$ cat src/core/cis_pkg.sv
// constants and types shared by the interrupt sequencer files
package cis_pkg;

    localparam int PC_W = 13;
    localparam logic [15:0] VEC_RESET = 16'h1FFE;
    localparam logic [15:0] VEC_SWI = 16'h1FFC;
    localparam logic [15:0] VEC_EXT = 16'h1FFA;
    localparam logic [15:0] VEC_TIMER = 16'h1FF8;
    localparam logic [5:0] SP_RESET = 6'h3F;
    localparam logic [9:0] STACK_PAGE = 10'h003;
    localparam logic [2:0] CCR_ONES = 3'h7;
    localparam logic [2:0] PC_UPPER = 3'h0;
    localparam logic [7:0] IDX_HIGH = 8'h00;
    localparam int CCR_H = 4;
    localparam int CCR_I = 3;
    localparam int CCR_N = 2;
    localparam int CCR_Z = 1;
    localparam int CCR_C = 0;
    localparam logic [2:0] CALL_BYTES = 3'h2;
    localparam logic [2:0] INT_BYTES = 3'h5;
    localparam logic [2:0] VEC_BYTES = 3'h2;
    localparam logic [1:0] READ_LAT = 2'h2;

    localparam logic [15:0] IO_LO = 16'h0000;
    localparam logic [15:0] IO_HI = 16'h001F;
    localparam logic [15:0] PAGE0_LO = 16'h0020;
    localparam logic [15:0] PAGE0_HI = 16'h004F;
    localparam logic [15:0] RAM_LO = 16'h0080;
    localparam logic [15:0] RAM_HI = 16'h00FF;
    localparam logic [15:0] ROM1_LO = 16'h0100;
    localparam logic [15:0] ROM1_HI = 16'h08FF;
    localparam logic [15:0] ROM2_LO = 16'h1F00;
    localparam logic [15:0] ROM2_HI = 16'h1FCF;
    localparam logic [15:0] TEST_LO = 16'h1FD0;
    localparam logic [15:0] TEST_HI = 16'h1FEF;
    localparam logic [15:0] VECT_LO = 16'h1FF0;
    localparam logic [15:0] VECT_HI = 16'h1FFF;

    typedef enum logic [3:0] {
        CMD_NONE, CMD_FETCH, CMD_JUMP, CMD_CALL, CMD_RTS,
        CMD_SWI, CMD_RTI, CMD_RSP, CMD_SEI, CMD_CLI
    } cis_cmd_t;

    typedef enum logic [2:0] {
        ALU_ADD, ALU_ADC, ALU_SUB, ALU_SBC, ALU_LOGIC, ALU_SHIFT, ALU_BTB
    } cis_alu_t;

    typedef enum logic [1:0] {IDX_NONE, IDX_OFF8, IDX_OFF16} cis_idx_t;

    typedef enum logic [2:0] {
        RGN_NONE, RGN_IO, RGN_PAGE0, RGN_RAM, RGN_ROM, RGN_TEST, RGN_VECT
    } cis_region_t;

    typedef enum {S_IDLE, S_PUSH, S_VEC, S_PULL, S_WAIT} cis_state_t;

    typedef enum logic [2:0] {
        K_HW, K_SWI, K_CALL, K_VEC, K_RTI, K_RTS
    } cis_kind_t;

endpackage

$ cat src/core/cis_map_if.sv
// address to memory region lookup between sequencer and decoder
`timescale 1ns/10ps
`default_nettype none
interface cis_map_if;
    import cis_pkg::*;
    logic [15:0] addr;
    cis_region_t region;
    modport requester (output addr, input region);
    modport decoder (input addr, output region);
endinterface
`default_nettype wire

$ cat src/core/cis_sequencer.sv
// interrupt, stack and program counter sequencer of the 8-bit core
`timescale 1ns/10ps
`default_nettype none
module cis_sequencer
    import cis_pkg::*;
(
    input wire logic clk,
    input wire logic reset_n,
    input wire logic int_reset_req,
    input wire logic cmd_valid,
    input wire cis_cmd_t cmd,
    input wire logic [15:0] target_addr,
    input wire logic instr_done,
    input wire logic ext_req_set,
    input wire logic capture_flag,
    input wire logic compare_flag,
    input wire logic overflow_flag,
    input wire logic capture_int_enable,
    input wire logic compare_int_enable,
    input wire logic overflow_int_enable,
    input wire logic alu_valid,
    input wire cis_alu_t alu_op,
    input wire logic [7:0] alu_a,
    input wire logic [7:0] alu_b,
    input wire logic alu_cbit,
    input wire logic [7:0] acc_in,
    input wire logic [7:0] idx_in,
    input wire cis_idx_t idx_mode,
    input wire logic [15:0] idx_offset,
    input wire logic [7:0] mem_rdata,
    output logic busy_reg,
    output logic [15:0] prog_addr,
    output logic [7:0] condition_flags_register,
    output logic [7:0] stack_addr,
    output logic [15:0] mem_addr_reg,
    output logic [7:0] mem_wdata_reg,
    output logic mem_we_reg,
    output logic mem_re_reg,
    output cis_region_t mem_region_reg,
    output logic [7:0] alu_result_reg,
    output logic [15:0] eff_addr_reg,
    output logic restore_valid_reg,
    output logic [7:0] acc_out_reg,
    output logic [7:0] idx_out_reg,
    output logic ext_pending_reg
);

    cis_state_t state_reg, state_next;
    cis_kind_t kind_reg;
    logic [PC_W-1:0] pc_reg;
    logic [5:0] sp_reg;
    logic [4:0] flags_reg;
    logic [2:0] cnt_reg;
    logic [1:0] wait_reg;
    logic [15:0] vec_reg;
    logic [15:0] target_reg;
    logic [39:0] push_reg;
    logic [39:0] rd_reg;
    logic re_q1_reg;
    logic [5:0] sp_inc;
    logic timer_req, hw_pending, take_hw, cmd_ok, push_last, apply;
    logic start_swi, start_call, start_rti, start_rts;
    logic [15:0] bus_addr;
    logic [7:0] bus_wdata;
    logic bus_we, bus_re;
    logic [7:0] alu_res;
    logic alu_c, alu_h, upd_h, upd_c, upd_nz;
    logic [8:0] sum9;
    logic [4:0] half5;
    logic cin;
    cis_map_if map_bus ();

    cis_addr_map u_map (
        .map(map_bus.decoder)
    );

    assign prog_addr = {PC_UPPER, pc_reg};
    assign condition_flags_register = {CCR_ONES, flags_reg};
    assign stack_addr = {STACK_PAGE[1:0], sp_reg};
    assign sp_inc = sp_reg + 6'h01;

    // one merged timer request; the handler reads the individual flags
    assign timer_req = (capture_flag & capture_int_enable)
                     | (compare_flag & compare_int_enable)
                     | (overflow_flag & overflow_int_enable);
    assign hw_pending = ext_pending_reg | timer_req;
    // checked only when the core reports the instruction finished
    assign take_hw = (state_reg == S_IDLE) && instr_done
                   && !flags_reg[CCR_I] && hw_pending;
    // any command is refused, not held, in the cycle a hardware request is taken at the boundary
    assign cmd_ok = (state_reg == S_IDLE) && cmd_valid && !take_hw;
    assign start_swi = cmd_ok && (cmd == CMD_SWI);
    assign start_call = cmd_ok && (cmd == CMD_CALL);
    assign start_rti = cmd_ok && (cmd == CMD_RTI);
    assign start_rts = cmd_ok && (cmd == CMD_RTS);
    assign push_last = (state_reg == S_PUSH) && (cnt_reg == 3'h1);
    assign apply = (state_reg == S_WAIT) && (wait_reg == 2'h0);

    always_comb begin
        state_next = state_reg;
        case (state_reg)
            S_IDLE: begin
                if (take_hw || start_swi || start_call) begin
                    state_next = S_PUSH;
                end else if (start_rti || start_rts) begin
                    state_next = S_PULL;
                end
            end
            S_PUSH: begin
                if (cnt_reg == 3'h1) begin
                    state_next = (kind_reg == K_CALL) ? S_IDLE : S_VEC;
                end
            end
            S_VEC, S_PULL: begin
                if (cnt_reg == 3'h1) begin
                    state_next = S_WAIT;
                end
            end
            S_WAIT: begin
                if (wait_reg == 2'h0) begin
                    state_next = S_IDLE;
                end
            end
            default: state_next = S_IDLE;
        endcase
        if (int_reset_req) begin
            state_next = S_VEC;
        end
    end

    // after reset the sequencer fetches the reset vector at once
    always_ff @(posedge clk or negedge reset_n) begin
        if (!reset_n) begin
            state_reg <= S_VEC;
            busy_reg <= 1'b1;
        end else begin
            state_reg <= state_next;
            busy_reg <= (state_next != S_IDLE);
        end
    end

    always_ff @(posedge clk or negedge reset_n) begin
        if (!reset_n) begin
            kind_reg <= K_VEC;
            cnt_reg <= VEC_BYTES;
            wait_reg <= 2'h0;
            target_reg <= 16'h0000;
        end else begin
            if (int_reset_req) begin
                kind_reg <= K_VEC;
                cnt_reg <= VEC_BYTES;
            end else if (state_reg == S_IDLE) begin
                target_reg <= target_addr;
                if (take_hw) begin
                    kind_reg <= K_HW;
                    cnt_reg <= INT_BYTES;
                end else if (start_swi) begin
                    kind_reg <= K_SWI;
                    cnt_reg <= INT_BYTES;
                end else if (start_call) begin
                    kind_reg <= K_CALL;
                    cnt_reg <= CALL_BYTES;
                end else if (start_rti) begin
                    kind_reg <= K_RTI;
                    cnt_reg <= INT_BYTES;
                end else if (start_rts) begin
                    kind_reg <= K_RTS;
                    cnt_reg <= CALL_BYTES;
                end
            end else if (push_last) begin
                cnt_reg <= VEC_BYTES;
            end else if (cnt_reg != 3'h0) begin
                cnt_reg <= cnt_reg - 3'h1;
            end
            if ((state_reg == S_VEC || state_reg == S_PULL)
                && cnt_reg == 3'h1) begin
                wait_reg <= READ_LAT;
            end else if (wait_reg != 2'h0) begin
                wait_reg <= wait_reg - 2'h1;
            end
        end
    end

    // vector chosen at the trap command or on the last hardware push; reset wins, then hardware, then trap
    always_ff @(posedge clk or negedge reset_n) begin
        if (!reset_n) begin
            vec_reg <= VEC_RESET;
        end else if (int_reset_req) begin
            vec_reg <= VEC_RESET;
        end else if (start_swi && !take_hw) begin
            vec_reg <= VEC_SWI;
        end else if (push_last && kind_reg == K_HW) begin
            vec_reg <= ext_pending_reg ? VEC_EXT : VEC_TIMER;
        end
    end

    // set wins over the clear taken on entry to the external handler
    always_ff @(posedge clk or negedge reset_n) begin
        if (!reset_n) begin
            ext_pending_reg <= 1'b0;
        end else begin
            ext_pending_reg <= ext_req_set | (ext_pending_reg
                & ~(push_last && kind_reg == K_HW));
        end
    end

    always_ff @(posedge clk or negedge reset_n) begin
        if (!reset_n) begin
            sp_reg <= SP_RESET;
        end else if (int_reset_req || (cmd_ok && cmd == CMD_RSP)) begin
            sp_reg <= SP_RESET;
        end else if (state_reg == S_PUSH) begin
            sp_reg <= sp_reg - 6'h01;
        end else if (state_reg == S_PULL) begin
            sp_reg <= sp_inc;
        end
    end

    // low byte leaves first: pcl, pch, index, accumulator, flags
    always_ff @(posedge clk or negedge reset_n) begin
        if (!reset_n) begin
            push_reg <= 40'h0000000000;
        end else if (take_hw || start_swi) begin
            push_reg <= {condition_flags_register, acc_in, idx_in,
                         prog_addr};
        end else if (start_call) begin
            push_reg <= {24'h000000, prog_addr};
        end else if (state_reg == S_PUSH) begin
            push_reg <= {8'h00, push_reg[39:8]};
        end
    end

    always_ff @(posedge clk or negedge reset_n) begin
        if (!reset_n) begin
            re_q1_reg <= 1'b0;
            rd_reg <= 40'h0000000000;
        end else begin
            re_q1_reg <= mem_re_reg;
            if (re_q1_reg) begin
                rd_reg <= {rd_reg[31:0], mem_rdata};
            end
        end
    end

    always_comb begin
        bus_addr = mem_addr_reg;
        bus_wdata = 8'h00;
        bus_we = 1'b0;
        bus_re = 1'b0;
        case (state_reg)
            S_PUSH: begin
                bus_addr = {STACK_PAGE, sp_reg};
                bus_wdata = push_reg[7:0];
                bus_we = 1'b1;
            end
            S_PULL: begin
                bus_addr = {STACK_PAGE, sp_inc};
                bus_re = 1'b1;
            end
            S_VEC: begin
                bus_addr = (cnt_reg == VEC_BYTES) ? vec_reg
                                                  : vec_reg + 16'h0001;
                bus_re = 1'b1;
            end
            default: begin
                bus_re = 1'b0;
            end
        endcase
    end

    assign map_bus.addr = bus_addr;

    always_ff @(posedge clk or negedge reset_n) begin
        if (!reset_n) begin
            mem_addr_reg <= 16'h0000;
            mem_wdata_reg <= 8'h00;
            mem_we_reg <= 1'b0;
            mem_re_reg <= 1'b0;
            mem_region_reg <= RGN_NONE;
        end else begin
            mem_addr_reg <= bus_addr;
            mem_wdata_reg <= bus_wdata;
            mem_we_reg <= bus_we && !int_reset_req;
            mem_re_reg <= bus_re && !int_reset_req;
            mem_region_reg <= map_bus.region;
        end
    end

    always_ff @(posedge clk or negedge reset_n) begin
        if (!reset_n) begin
            pc_reg <= 13'h0000;
        end else if (apply) begin
            pc_reg <= rd_reg[PC_W-1:0];
        end else if (push_last && kind_reg == K_CALL) begin
            pc_reg <= target_reg[PC_W-1:0];
        end else if (cmd_ok && cmd == CMD_JUMP) begin
            pc_reg <= target_addr[PC_W-1:0];
        end else if (cmd_ok && cmd == CMD_FETCH) begin
            pc_reg <= pc_reg + 13'h0001;
        end
    end

    always_ff @(posedge clk or negedge reset_n) begin
        if (!reset_n) begin
            restore_valid_reg <= 1'b0;
            acc_out_reg <= 8'h00;
            idx_out_reg <= 8'h00;
        end else begin
            restore_valid_reg <= apply && (kind_reg == K_RTI);
            if (apply && kind_reg == K_RTI) begin
                acc_out_reg <= rd_reg[31:24];
                idx_out_reg <= rd_reg[23:16];
            end
        end
    end

    always_comb begin
        cin = (alu_op == ALU_ADC || alu_op == ALU_SBC) && flags_reg[CCR_C];
        half5 = {1'b0, alu_a[3:0]} + {1'b0, alu_b[3:0]} + {4'h0, cin};
        sum9 = {1'b0, alu_a} + {1'b0, alu_b} + {8'h00, cin};
        alu_res = alu_a;
        alu_c = alu_cbit;
        alu_h = half5[4];
        upd_h = 1'b0;
        upd_c = 1'b1;
        upd_nz = 1'b1;
        case (alu_op)
            ALU_ADD, ALU_ADC: begin
                alu_res = sum9[7:0];
                alu_c = sum9[8];
                upd_h = 1'b1;
            end
            ALU_SUB, ALU_SBC: begin
                sum9 = {1'b0, alu_a} - {1'b0, alu_b} - {8'h00, cin};
                alu_res = sum9[7:0];
                alu_c = sum9[8];
            end
            ALU_LOGIC: upd_c = 1'b0;
            ALU_BTB: upd_nz = 1'b0;
            default: alu_c = alu_cbit;
        endcase
    end

    always_ff @(posedge clk or negedge reset_n) begin
        if (!reset_n) begin
            flags_reg <= 5'h08;
            alu_result_reg <= 8'h00;
        end else if (int_reset_req) begin
            flags_reg[CCR_I] <= 1'b1;
        end else if (apply && kind_reg == K_RTI) begin
            flags_reg <= rd_reg[36:32];
        end else if (push_last && kind_reg != K_CALL) begin
            flags_reg[CCR_I] <= 1'b1;
        end else begin
            if (cmd_ok && cmd == CMD_SEI) begin
                flags_reg[CCR_I] <= 1'b1;
            end else if (cmd_ok && cmd == CMD_CLI) begin
                flags_reg[CCR_I] <= 1'b0;
            end
            if (alu_valid) begin
                alu_result_reg <= alu_res;
                if (upd_h) begin
                    flags_reg[CCR_H] <= alu_h;
                end
                if (upd_nz) begin
                    flags_reg[CCR_N] <= alu_res[7];
                    flags_reg[CCR_Z] <= (alu_res == 8'h00);
                end
                if (upd_c) begin
                    flags_reg[CCR_C] <= alu_c;
                end
            end
        end
    end

    always_ff @(posedge clk or negedge reset_n) begin
        if (!reset_n) begin
            eff_addr_reg <= 16'h0000;
        end else begin
            case (idx_mode)
                IDX_OFF8: eff_addr_reg <= {IDX_HIGH, idx_in}
                    + {IDX_HIGH, idx_offset[7:0]};
                IDX_OFF16: eff_addr_reg <= {IDX_HIGH, idx_in}
                    + idx_offset;
                default: eff_addr_reg <= {IDX_HIGH, idx_in};
            endcase
        end
    end

endmodule
`default_nettype wire

$ cat src/core/cis_addr_map.sv
// memory map decoder: io, page zero rom, ram, user rom, test, vectors
`timescale 1ns/10ps
`default_nettype none
module cis_addr_map
    import cis_pkg::*;
(
    cis_map_if.decoder map
);

    function automatic logic in_range(
        input logic [15:0] a,
        input logic [15:0] lo,
        input logic [15:0] hi
    );
        in_range = (a >= lo) && (a <= hi);
    endfunction

    always_comb begin
        map.region = RGN_NONE;
        if (in_range(map.addr, IO_LO, IO_HI)) begin
            map.region = RGN_IO;
        end else if (in_range(map.addr, PAGE0_LO, PAGE0_HI)) begin
            map.region = RGN_PAGE0;
        end else if (in_range(map.addr, RAM_LO, RAM_HI)) begin
            map.region = RGN_RAM;
        end else if (in_range(map.addr, ROM1_LO, ROM1_HI)
                     || in_range(map.addr, ROM2_LO, ROM2_HI)) begin
            map.region = RGN_ROM;
        end else if (in_range(map.addr, TEST_LO, TEST_HI)) begin
            map.region = RGN_TEST;
        end else if (in_range(map.addr, VECT_LO, VECT_HI)) begin
            map.region = RGN_VECT;
        end
    end

endmodule
`default_nettype wire

$ cat config.mk
export PLATFORM = sky130hd
export DESIGN_NAME = cis_sequencer
export DESIGN_NICKNAME = d
export VERILOG_FILES = /design/src/core/cis_pkg.sv /design/src/core/cis_map_if.sv /design/src/core/cis_sequencer.sv /design/src/core/cis_addr_map.sv
export SDC_FILE = /design/constraint.sdc
export NUM_CORES = 1
export LEC_CHECK = 0
export ABC_AREA = 1
export ABC_CLOCK_PERIOD_IN_PS = 5600
export BUFFER_PORTS_ARGS = -buffer_cell sky130_fd_sc_hd__buf_2
export CAP_MARGIN = 15
export CORE_AREA = 2 2 156 158
export CTS_CLUSTER_DIAMETER = 50
export DETAILED_ROUTE_END_ITERATION = 8
export DIE_AREA = 0 0 158 160
export HOLD_SLACK_MARGIN = 0.05
export PLACE_DENSITY = 0.76
export SLEW_MARGIN = 5
export SYNTH_ARGS = -nofsm -noshare
export SYNTH_HDL_FRONTEND = slang
export SYNTH_SLANG_ARGS = --single-unit
$ cat constraint.sdc
create_clock -name clk -period 5.6 [get_ports clk]
set_input_delay 0.28 -clock clk [delete_from_list [all_inputs] [get_ports clk]]
set_output_delay 0.28 -clock clk [all_outputs]
set_load 0.005 [all_outputs]
==> results.toml, run 1 <==
[hold_path]
hold_depth = 4
holdPathEnd = "flags_reg[3]"
hold_class = "in2reg"
holdCritStartpoint = "cmd[2]"

[clock_tree]
cts_setup_buffers = 0
cts_tree = "yes"
clk_root_buffer_cell = "clkbuf_16"
worst_skew_pair.late_latency_ns = 0.53
cts_resized = 0
clk_pin_slew_ns = 0.06
clock_sinks = 227
htree_levels = 1
cts_made_buffers = 27
max-clock-path-buffers = 3

[sta]
max_slew_margin_pct = 38.0
setup_slack_ns = 2.57
whs_ns = 0.0646
finClkSkew_ns = 0.0110
tns_ns = 0
post-route-min-period_ns = 3.03
worstMarginPinSlew_ns = 0.927
hold_violations = 0
max_freq_mhz = 330
rsz0062_at_grt = "no"
period_share_pct = 54.1
setup_viol = 0
slew_viol_final = 0

[critical_path]
r2r_start = "state_reg[7]"
cp-start-kind = "register"
ff2ff_path_depth = 11
cp-startpoint = "state_reg[7]"
critPathMaxStageDelay_ns = 0.71
path_class = "reg2reg"
r2r_slack_ns = 2.57
crit_slowest_cell = "nor2_1"
r2r_end = "pc_reg[8]"
worstSetupEndpointType = "register"
critPathRequiredTime_ns = 6.01
path_common_cell = "nand2_1"
path_max_fanout = 13
crit_chain = "nor2_1, nand2_1, nor2_1, nand2_1, nor2_1, nand2_1, nor4_1, nor3_1, buf_4, nand2_1, nand2_1"
cp.arrival_ns = 3.44

[routing]
firstDrtPassIters = 7
drt-vias-per-instance = 5.14
drt_iter0_drc = 931
via_count = 10594
routed_wl_mm = 30.0
wl_per_cell_um = 14.6
drc = 0
antenna_left = 0

[logic_synthesis]
synth_edf_count = 0
synth.most_common_cell = "nand2_1"
syn_inst = 1471
synth_seq_cells = 227
async_flop_share_pct = 100
synth.top_cells.by_count = "nand2_1, dfrtp_1, inv_1"
synth_area_leaders = "dfrtp_1, nand2_1, inv_1, ha_1, o21ai_0"
synth_top_area_share_pct = 44.9
synthFlopType = "dfrtp_1"
synthDistinctLibCells = 54
synthesis.area_um2 = 11900
yosys_warnings = 0
ys_seq_area_share_pct = 48.0
avgSynthCellArea_um2 = 8.07
synth_top_cell_by_area = "dfrtp_1"

[floorplan]
die_w_um = 158
start_util_pct = 49.8
row_count = 57
die_area_um2 = 25300
coreArea_um2 = 23800
fp.dieH_um = 160
ioPinCount = 199

[finish]
nets = 1850
drive_gt1_share_pct = 17.1
area_growth_syn_to_layout_pct = 21.4
final_cell_area_um2 = 14400
stdcell_count = 2061
largest_register_ff_count = 38

[global_route]
grt_remaining_overflow = 0
grtUsageTotal_pct = 23.5
antenna_found_initial = 5
grt_pass1_wl_mm = 48.5
first_global_vias = 10144
grt_max_degree = 120

[placement]
io_buffer_count = 187
gp_congestion = 0.914
pre_cts_slack_ns = 2.62
placed_cells = 1974
place_hpwl_mm = 21.4
place_area_um2 = 13100

[pwr]
leakagePower_nw = 7.66
pwr_density_cell_nw_per_um2 = 274
ir_worst_vdd_mv = 0.238

[flow_run]
drv_cap = 0

[outcome]
status = "complete, no violations"
==> cells by family (layout without fill, tap and decap cells) <==
kind of cell	Yosys count	in the layout	synth area share, %
AND/OR/NAND/NOR	708	708	25.8
AO/OA/AOI/OAI	242	242	11.8
flip-flops	227	227	48.0
buffers and inverters	225	452	7.74
adder cells (fa/ha/maj)	43	43	4.79
XOR/XNOR	23	23	1.70
other	2	41	0.0633
multiplexers	1	1	0.0949
==> worst max-delay path, delay by kind of cell, from the launching register on <==
kind	cells	cell delay, ns
simple gates	10	2.35
flops	1	0.36
buf+inv	1	0.20
==> worst max path at each step <==
stage                   end  slack (ns)  cells past startpoint
6_report          pc_reg[8]        2.57                     11
5_1_grt        flags_reg[1]        2.20                     12
4_1_cts        flags_reg[1]        2.61                     12
3_5_place_dp   flags_reg[1]        2.62                     12
3_3_place_gp   flags_reg[1]        2.65                     12
2_1_floorplan  flags_reg[1]        2.97                     17
==> report_power, final <==
part	switching, mW	leakage [nW]	internal [mW]
clock	0.708	0.447	1.06
sequential	0.0453	2.86	1.71
combinational	0.268	4.36	0.170
total	1.02	7.66	2.93
==> layout make-up <==
type | count | area (um2)
multi-input cells | 1054 | 5380
clock buffers | 33 | 748
inverters | 177 | 664
well taps | 324 | 405
repair buffers | 225 | 1330
flip-flops and latches | 227 | 5700
diodes | 4 | 10.0
fillers | 2078 | 9410
clock inverters | 17 | 174
==> through the flow <==
stage | utilization [%] | power (mW)
finish | 60.5 | 3.96
global route | 60.5 | 4.12
floorplan | - | 2.02
CTS | 60.5 | 3.98
detailed placement | 55.2 | 2.20
global placement | 55.2 | 2.18
==> cells in the final DEF (no fill, tap or decap), types with 13 or more instances in the layout <==
cell type / count
nand2_1: 423
dfrtp_1: 212
buf_2: 186
inv_1: 170
nor2_1: 116
o21ai_0: 87
nand3_1: 84
a21oi_1: 67
ha_1: 39
conb_1: 37
dlygate4sd3_1: 33
clkbuf_16: 27
nor3_1: 22
nand4_1: 19
xor2_1: 14
dfstp_2: 14
o21ai_1: 13
o22ai_1: 13
==> metal layers <==
metal / track usage, % / up-vias / share of wire (%)
met3: 4.91 / 60 / 8.3
met2: 36.9 / 436 / 46
li1: - / 5214 / -
met1: 32.4 / 4882 / 43
met4: 8.19 / 2 / 3.2
met5: 0 / - / 0.043
==> what timing repair did <==
action / CTS / global route
hold buffers: 33 / 0
setup endpoints to repair: 0 / 0
endpoints found under the hold margin: 139 / 0
No activity file was read; power rests on OpenSTA's default activity.
==> inputs of run 2 (changes only) <==
Settings changed: ABC_AREA 1 to 0, ABC_CLOCK_PERIOD_IN_PS 5600 to 2900, CORE_AREA 2 2 156 158 to 2 2 153 155, DIE_AREA 0 0 158 160 to 0 0 155 157.
Clock period 5.6 ns to 2.9 ns, I/O delays scaled along.
==> run 2 against run 1 <==
Total power rose by 93%. Routed wire length fell by 2.7%. Synthesized area fell by 4.0%. Core utilization rose by 3.6 points. Combinational power rose by 100%. Critical path depth rose by 2. Maximum frequency rose by 9.6%. Setup slack got worse by 2.4 ns. Die area fell by 3.7%. Global-route usage rose by 0.26 points. Largest cell class unchanged.
==> results.toml, run 2 <==
[sta]
period_share_pct = 95.3
slew_viol_final = 0
setup_slack_ns = 0.137
finClkSkew_ns = 0.0186
setup_viol = 0
max_slew_margin_pct = 50.9
post-route-min-period_ns = 2.76
max_freq_mhz = 362
worstMarginPinSlew_ns = 0.727
hold_violations = 0
tns_ns = 0

[routing]
antenna_left = 0
firstDrtPassIters = 5
drt_iter0_drc = 624
drc = 0
routed_wl_mm = 29.2
drt-vias-per-instance = 5.53
wl_per_cell_um = 17.1
via_count = 9454

[global_route]
grtUsageTotal_pct = 23.8
grt_pass1_wl_mm = 46.5
first_global_vias = 9229
antenna_found_initial = 1
grt_remaining_overflow = 0
grt_max_degree = 92

[logic_synthesis]
async_flop_share_pct = 100
synth_edf_count = 0
synthDistinctLibCells = 74
synth_seq_cells = 227
ys_seq_area_share_pct = 50.0
synth.most_common_cell = "dfrtp_1"
synth_top_area_share_pct = 46.8
avgSynthCellArea_um2 = 10.2
synthesis.area_um2 = 11400
synth.top_cells.by_count = "dfrtp_1, nand2_1, nor2_1"
synth_top_cell_by_area = "dfrtp_1"
synthFlopType = "dfrtp_1"
syn_inst = 1113
synth_area_leaders = "dfrtp_1, mux2_2, nand2_1, ha_1, dfstp_2"
yosys_warnings = 0

[clock_tree]
clk_root_buffer_cell = "clkbuf_16"
cts_tree = "yes"
clk_pin_slew_ns = 0.06
htree_levels = 1
cts_made_buffers = 27
clock_sinks = 227
max-clock-path-buffers = 3
worst_skew_pair.late_latency_ns = 0.53

[pwr]
leakagePower_nw = 6.96
ir_worst_vdd_mv = 0.312
pwr_density_cell_nw_per_um2 = 529

[critical_path]
r2r_slack_ns = 0.14
critPathRequiredTime_ns = 3.30
path_class = "reg2reg"
r2r_start = "flags_reg[0]"
ff2ff_path_depth = 13
cp-start-kind = "register"
path_max_fanout = 3
worstSetupEndpointType = "register"
r2r_end = "flags_reg[0]"
cp.arrival_ns = 3.16
cp-startpoint = "flags_reg[0]"

[finish]
final_cell_area_um2 = 14400
fill_cells = 1792
stdcell_count = 1711
regArea_um2 = 5700
area_growth_syn_to_layout_pct = 26.7
largest_register_ff_count = 38
nets = 1543
final_cell_mix = "dfrtp_1, buf_2, nand2_1, nor2_1, dlygate4sd3_1"
fin_util_pct = 64.1
drive_gt1_share_pct = 25.9
final_common_cell = "dfrtp_1"
multiInputGateArea_um2 = 5380

[hold_path]
holdCritStartpoint = "alu_a[7]"
hold_class = "in2reg"
hold_depth = 4
holdPathEnd = "flags_reg[1]"

[floorplan]
die_w_um = 155
ioPinCount = 199
fp.dieH_um = 157
start_util_pct = 50.6
coreArea_um2 = 22500
row_count = 55
die_area_um2 = 24300

[placement]
pre_cts_slack_ns = 0.0795
place_hpwl_mm = 20.8
io_buffer_count = 187
place_area_um2 = 12900
placed_cells = 1601
gp_congestion = 0.907

[outcome]
status = "complete, no violations"

[flow_run]
drv_cap = 0
==> run 2: cell count changes after synthesis, moves of 15 or more <==
cell | previous run | this run
o31ai_1 | 3 | 18
mux2i_1 | 0 | 27
nand2_1 | 423 | 144
xnor2_1 | 9 | 35
mux2_2 | 1 | 52
nand3_1 | 84 | 22
nor2_1 | 116 | 70
o21ai_0 | 87 | 55
inv_1 | 170 | 47
a21oi_1 | 67 | 51
==> run 2: layer usage <==
metal,routed length (um),global-route usage [%],up-vias,share of wire (%)
li1,-,-,4491,-
met1,12300,31.1,4577,42
met2,14300,40.6,321,49
met3,1670,3.30,65,5.7
met4,990,8.64,0,3.4
met5,0,0,-,0
==> run 2: kinds of logic after synthesis <==
family | after synthesis | share of synthesized area [%]
AO/OA/AOI/OAI | 252 | 14.7
XOR/XNOR | 45 | 3.46
adder cells (fa/ha/maj) | 43 | 4.99
buffers and inverters | 113 | 4.29
flip-flops | 227 | 50.0
multiplexers | 79 | 7.51
other | 2 | 0.0659
AND/OR/NAND/NOR | 352 | 15.0
==> run 2: timing repair <==
| action | in CTS | in global routing |
|---|---|---|
| setup buffers | 0 | 4 |
| endpoints found under the setup margin | 0 | 4 |
| resized for setup | 0 | 7 |
| hold endpoints to repair | 154 | 0 |
| hold buffers | 56 | 0 |
==> run 2: critical path, stage by stage, from the launching register on <==
cell      delay (ns)
dfrtp_1         0.39
nand3_2         0.10
inv_2           0.04
fa_1            0.41
inv_1           0.09
fa_1            0.21
nor3_1          0.07
o311ai_0        0.31
buf_4           0.18
a21oi_1         0.06
o21ai_0         0.20
a221o_1         0.23
a21oi_1         0.08
mux2_2          0.26
==> run 2: area by class of cell <==
| cell class | instances | area share, % |
|---|---|---|
| Clock inverter | 12 | 1.01 |
| Timing Repair Buffer | 291 | 13.1 |
| Tap cell | 285 | 2.47 |
| Inverter | 50 | 1.30 |
| Multi-Input combinational cell | 808 | 37.3 |
| Sequential cell | 227 | 39.5 |
| Antenna cell | 1 | 0.0173 |
| Clock buffer | 37 | 5.36 |
==> run 2: how the worst max path moves through the flow <==
stage,end,slack (ns),cells after the start
floorplan,flags_reg[0],0.30,12
global placement,flags_reg[0],0.15,12
detailed placement,flags_reg[0],0.08,12
CTS,flags_reg[0],0.07,12
global route,flags_reg[2],-0.03,12
finish,flags_reg[0],0.14,13
==> run 2: where the power goes <==
part	internal (mW)	total (mW)	switching, mW
sequential	3.28	3.35	0.0672
combinational	0.399	0.877	0.479
clock	2.06	3.41	1.34
==> run 2: per-stage QoR <==
stage                     hold slack, ns  power, mW
after CTS                         0.0648       7.66
after global placement             0.206       4.17
after detailed placement           0.213       4.19
final                             0.0595       7.63
after global routing               0.107       7.95
after floorplan                   -0.151       3.85
==> inputs of run 3 (changes only) <==
Settings changed: BUFFER_PORTS_ARGS -buffer_cell sky130_fd_sc_hd__buf_2 to default, CELL_PAD_IN_SITES_DETAIL_PLACEMENT from default to 0, CELL_PAD_IN_SITES_GLOBAL_PLACEMENT from default to 1, CORE_AREA 2 2 153 155 to 2 2 154 156, DIE_AREA 0 0 155 157 to 0 0 156 158, DONT_BUFFER_PORTS from default to 1, PLACE_DENSITY 0.76 to 0.83.
==> run 3 against run 2 <==
The flow now finishes with violations (hold timing). Clock power down 1%. Global-route usage down 0.78 points. Critical path type unchanged. Sequential power about the same. Critical path depth down 1. Sequential share of layout area up 2.1 points. Highest routed layer unchanged. Clock skew down 0.0028 ns.
==> results.toml, run 3 (same netlist as run 2, synthesis figures left out) <==
[critical_path]
path_class = "reg2reg"
cp.arrival_ns = 3.15
path_max_fanout = 3
critPathMaxStageDelay_ns = 0.55
r2r_start = "flags_reg[0]"
cp_top_family = "simple AND/OR/NAND/NOR gates"
cp-start-kind = "register"
ff2ff_path_depth = 12
worst-path-buf-inv = 2
crit_chain = "nand3_2, inv_1, fa_1, inv_1, ha_2, o21ai_2, nand3_2, xnor2_1, a221oi_1, nor4_1, nand4_1, o21ai_1"
crit_slowest_cell = "fa_1"
worstSetupEndpointType = "register"
critPathRequiredTime_ns = 3.34
cp_num_cells = 12
cp-startpoint = "flags_reg[0]"

[placement]
io_buffer_count = 0
place_hpwl_mm = 19.5
gp_congestion = 0.860

[pwr]
clkPwrFrac_pct = 45.2
pwr_density_cell_nw_per_um2 = 544
power_frac_comb_pct = 9.6
leakagePower_nw = 6.19
p_int_mw = 5.64
p_sw_mw = 1.81
swShare_pct = 24.3
ir_worst_vdd_mv = 0.379
sequentialPowerShare_pct = 45.2

[global_route]
first_global_vias = 8726
grt_pass1_wl_mm = 45.6
grt_remaining_overflow = 0
grtUsageTotal_pct = 23.0
grt_max_degree = 228
antenna_found_initial = 0

[finish]
largest_register_ff_count = 38
area_growth_syn_to_layout_pct = 20.2
antenna_cells = 0
fill_cells = 1934
drive_gt1_share_pct = 14.5
nets = 1376
final_common_cell = "dfrtp_1"
final_cell_mix = "dfrtp_1, nand2_1, dlygate4sd3_1, nor2_1, o21ai_0"

[clock_tree]
cts_made_buffers = 27
clk_pin_slew_ns = 0.06
cts_tree = "yes"
clock_sinks = 227
worst_skew_pair.late_latency_ns = 0.53
hold_buffers = 80
htree_levels = 1
clk_root_buffer_cell = "clkbuf_16"
max-clock-path-buffers = 3

[sta]
max_freq_mhz = 369
slew_viol_final = 0
hold_violations = 227
max_slew_margin_pct = 51.9
period_share_pct = 93.3
worstMarginPinSlew_ns = 0.719
finClkSkew_ns = 0.0158
post-route-min-period_ns = 2.71
setup_viol = 0
rsz0062_at_grt = "no"
tns_ns = 0
whs_ns = -0.695

[routing]
antenna_left = 0
drt-vias-per-instance = 5.67
drt_iter0_drc = 502
drc = 0
via_count = 8782
firstDrtPassIters = 5
routed_wl_mm = 28.6
wl_per_cell_um = 18.5

[floorplan]
row_count = 56
fp.dieH_um = 158
die_w_um = 156
die_area_um2 = 24600
start_util_pct = 49.4
coreArea_um2 = 23100
ioPinCount = 199

[outcome]
violations = "hold timing"
status = "finished with violations"

[flow_run]
drv_cap = 0

[hold_path]
hold_class = "in2async"
## run 3: power by group through the flow
| stage | combinational, mW | clock (mW) | sequential [mW] |
|---|---|---|---|
| 2_1_floorplan | 0.461 | 0 | 3.39 |
| 3_3_place_gp | 0.554 | 0 | 3.42 |
| 3_5_place_dp | 0.562 | 0 | 3.42 |
| 4_1_cts | 0.685 | 3.45 | 3.37 |
| 5_1_grt | 0.796 | 3.55 | 3.38 |
| 6_report | 0.717 | 3.36 | 3.36 |
## run 3: metrics by stage
step	util [%]	instances	cell area, um2	worst slack [ns]	power [mW]
finish	59.4	1548	13700	0.194	7.44
global route	59.4	1548	13700	0.00159	7.72
CTS	59.1	1546	13600	0.0713	7.50
detailed placement	51.7	1417	11900	0.0808	3.98
global placement	51.7	1417	11900	0.151	3.97
floorplan	-	1148	11500	0.301	3.85
## run 3: worst paths after layout
kind	to	slack [ns]
worst min register to register	re_q1_reg	0.45
worst max register to register	flags_reg[1]	0.19
min in group clk	alu_result_reg[3]	0.07
max in group asynchronous	sp_reg[2]	3.13
worst min-delay path	eff_addr_reg[5]	-0.69
worst max-delay path	flags_reg[1]	0.19
## run 3: final cells by class
type	instances	area (um2)	share of cell area (%)
Clock buffer	33	738	5.39
Tap cell	290	363	2.65
Inverter	50	188	1.37
Timing Repair Buffer	124	1140	8.35
Multi-Input combinational cell	808	5390	39.4
Sequential cell	227	5700	41.6
Clock inverter	16	168	1.22
## run 3: timing repair
item                                    CTS  global route
resized for setup                         0            12
endpoints found under the setup margin    0             4
setup buffers                             0             2
endpoints found under the hold margin   328           227
## run 3: layer usage
metal / up-vias / global-route usage [%] / wire (um)
met4: 0 / 4.72 / 469
met2: 234 / 38.4 / 13600
met1: 4353 / 30.9 / 12600
met5: - / 0 / 0
met3: 36 / 5.39 / 1930
li1: 4159 / - / -
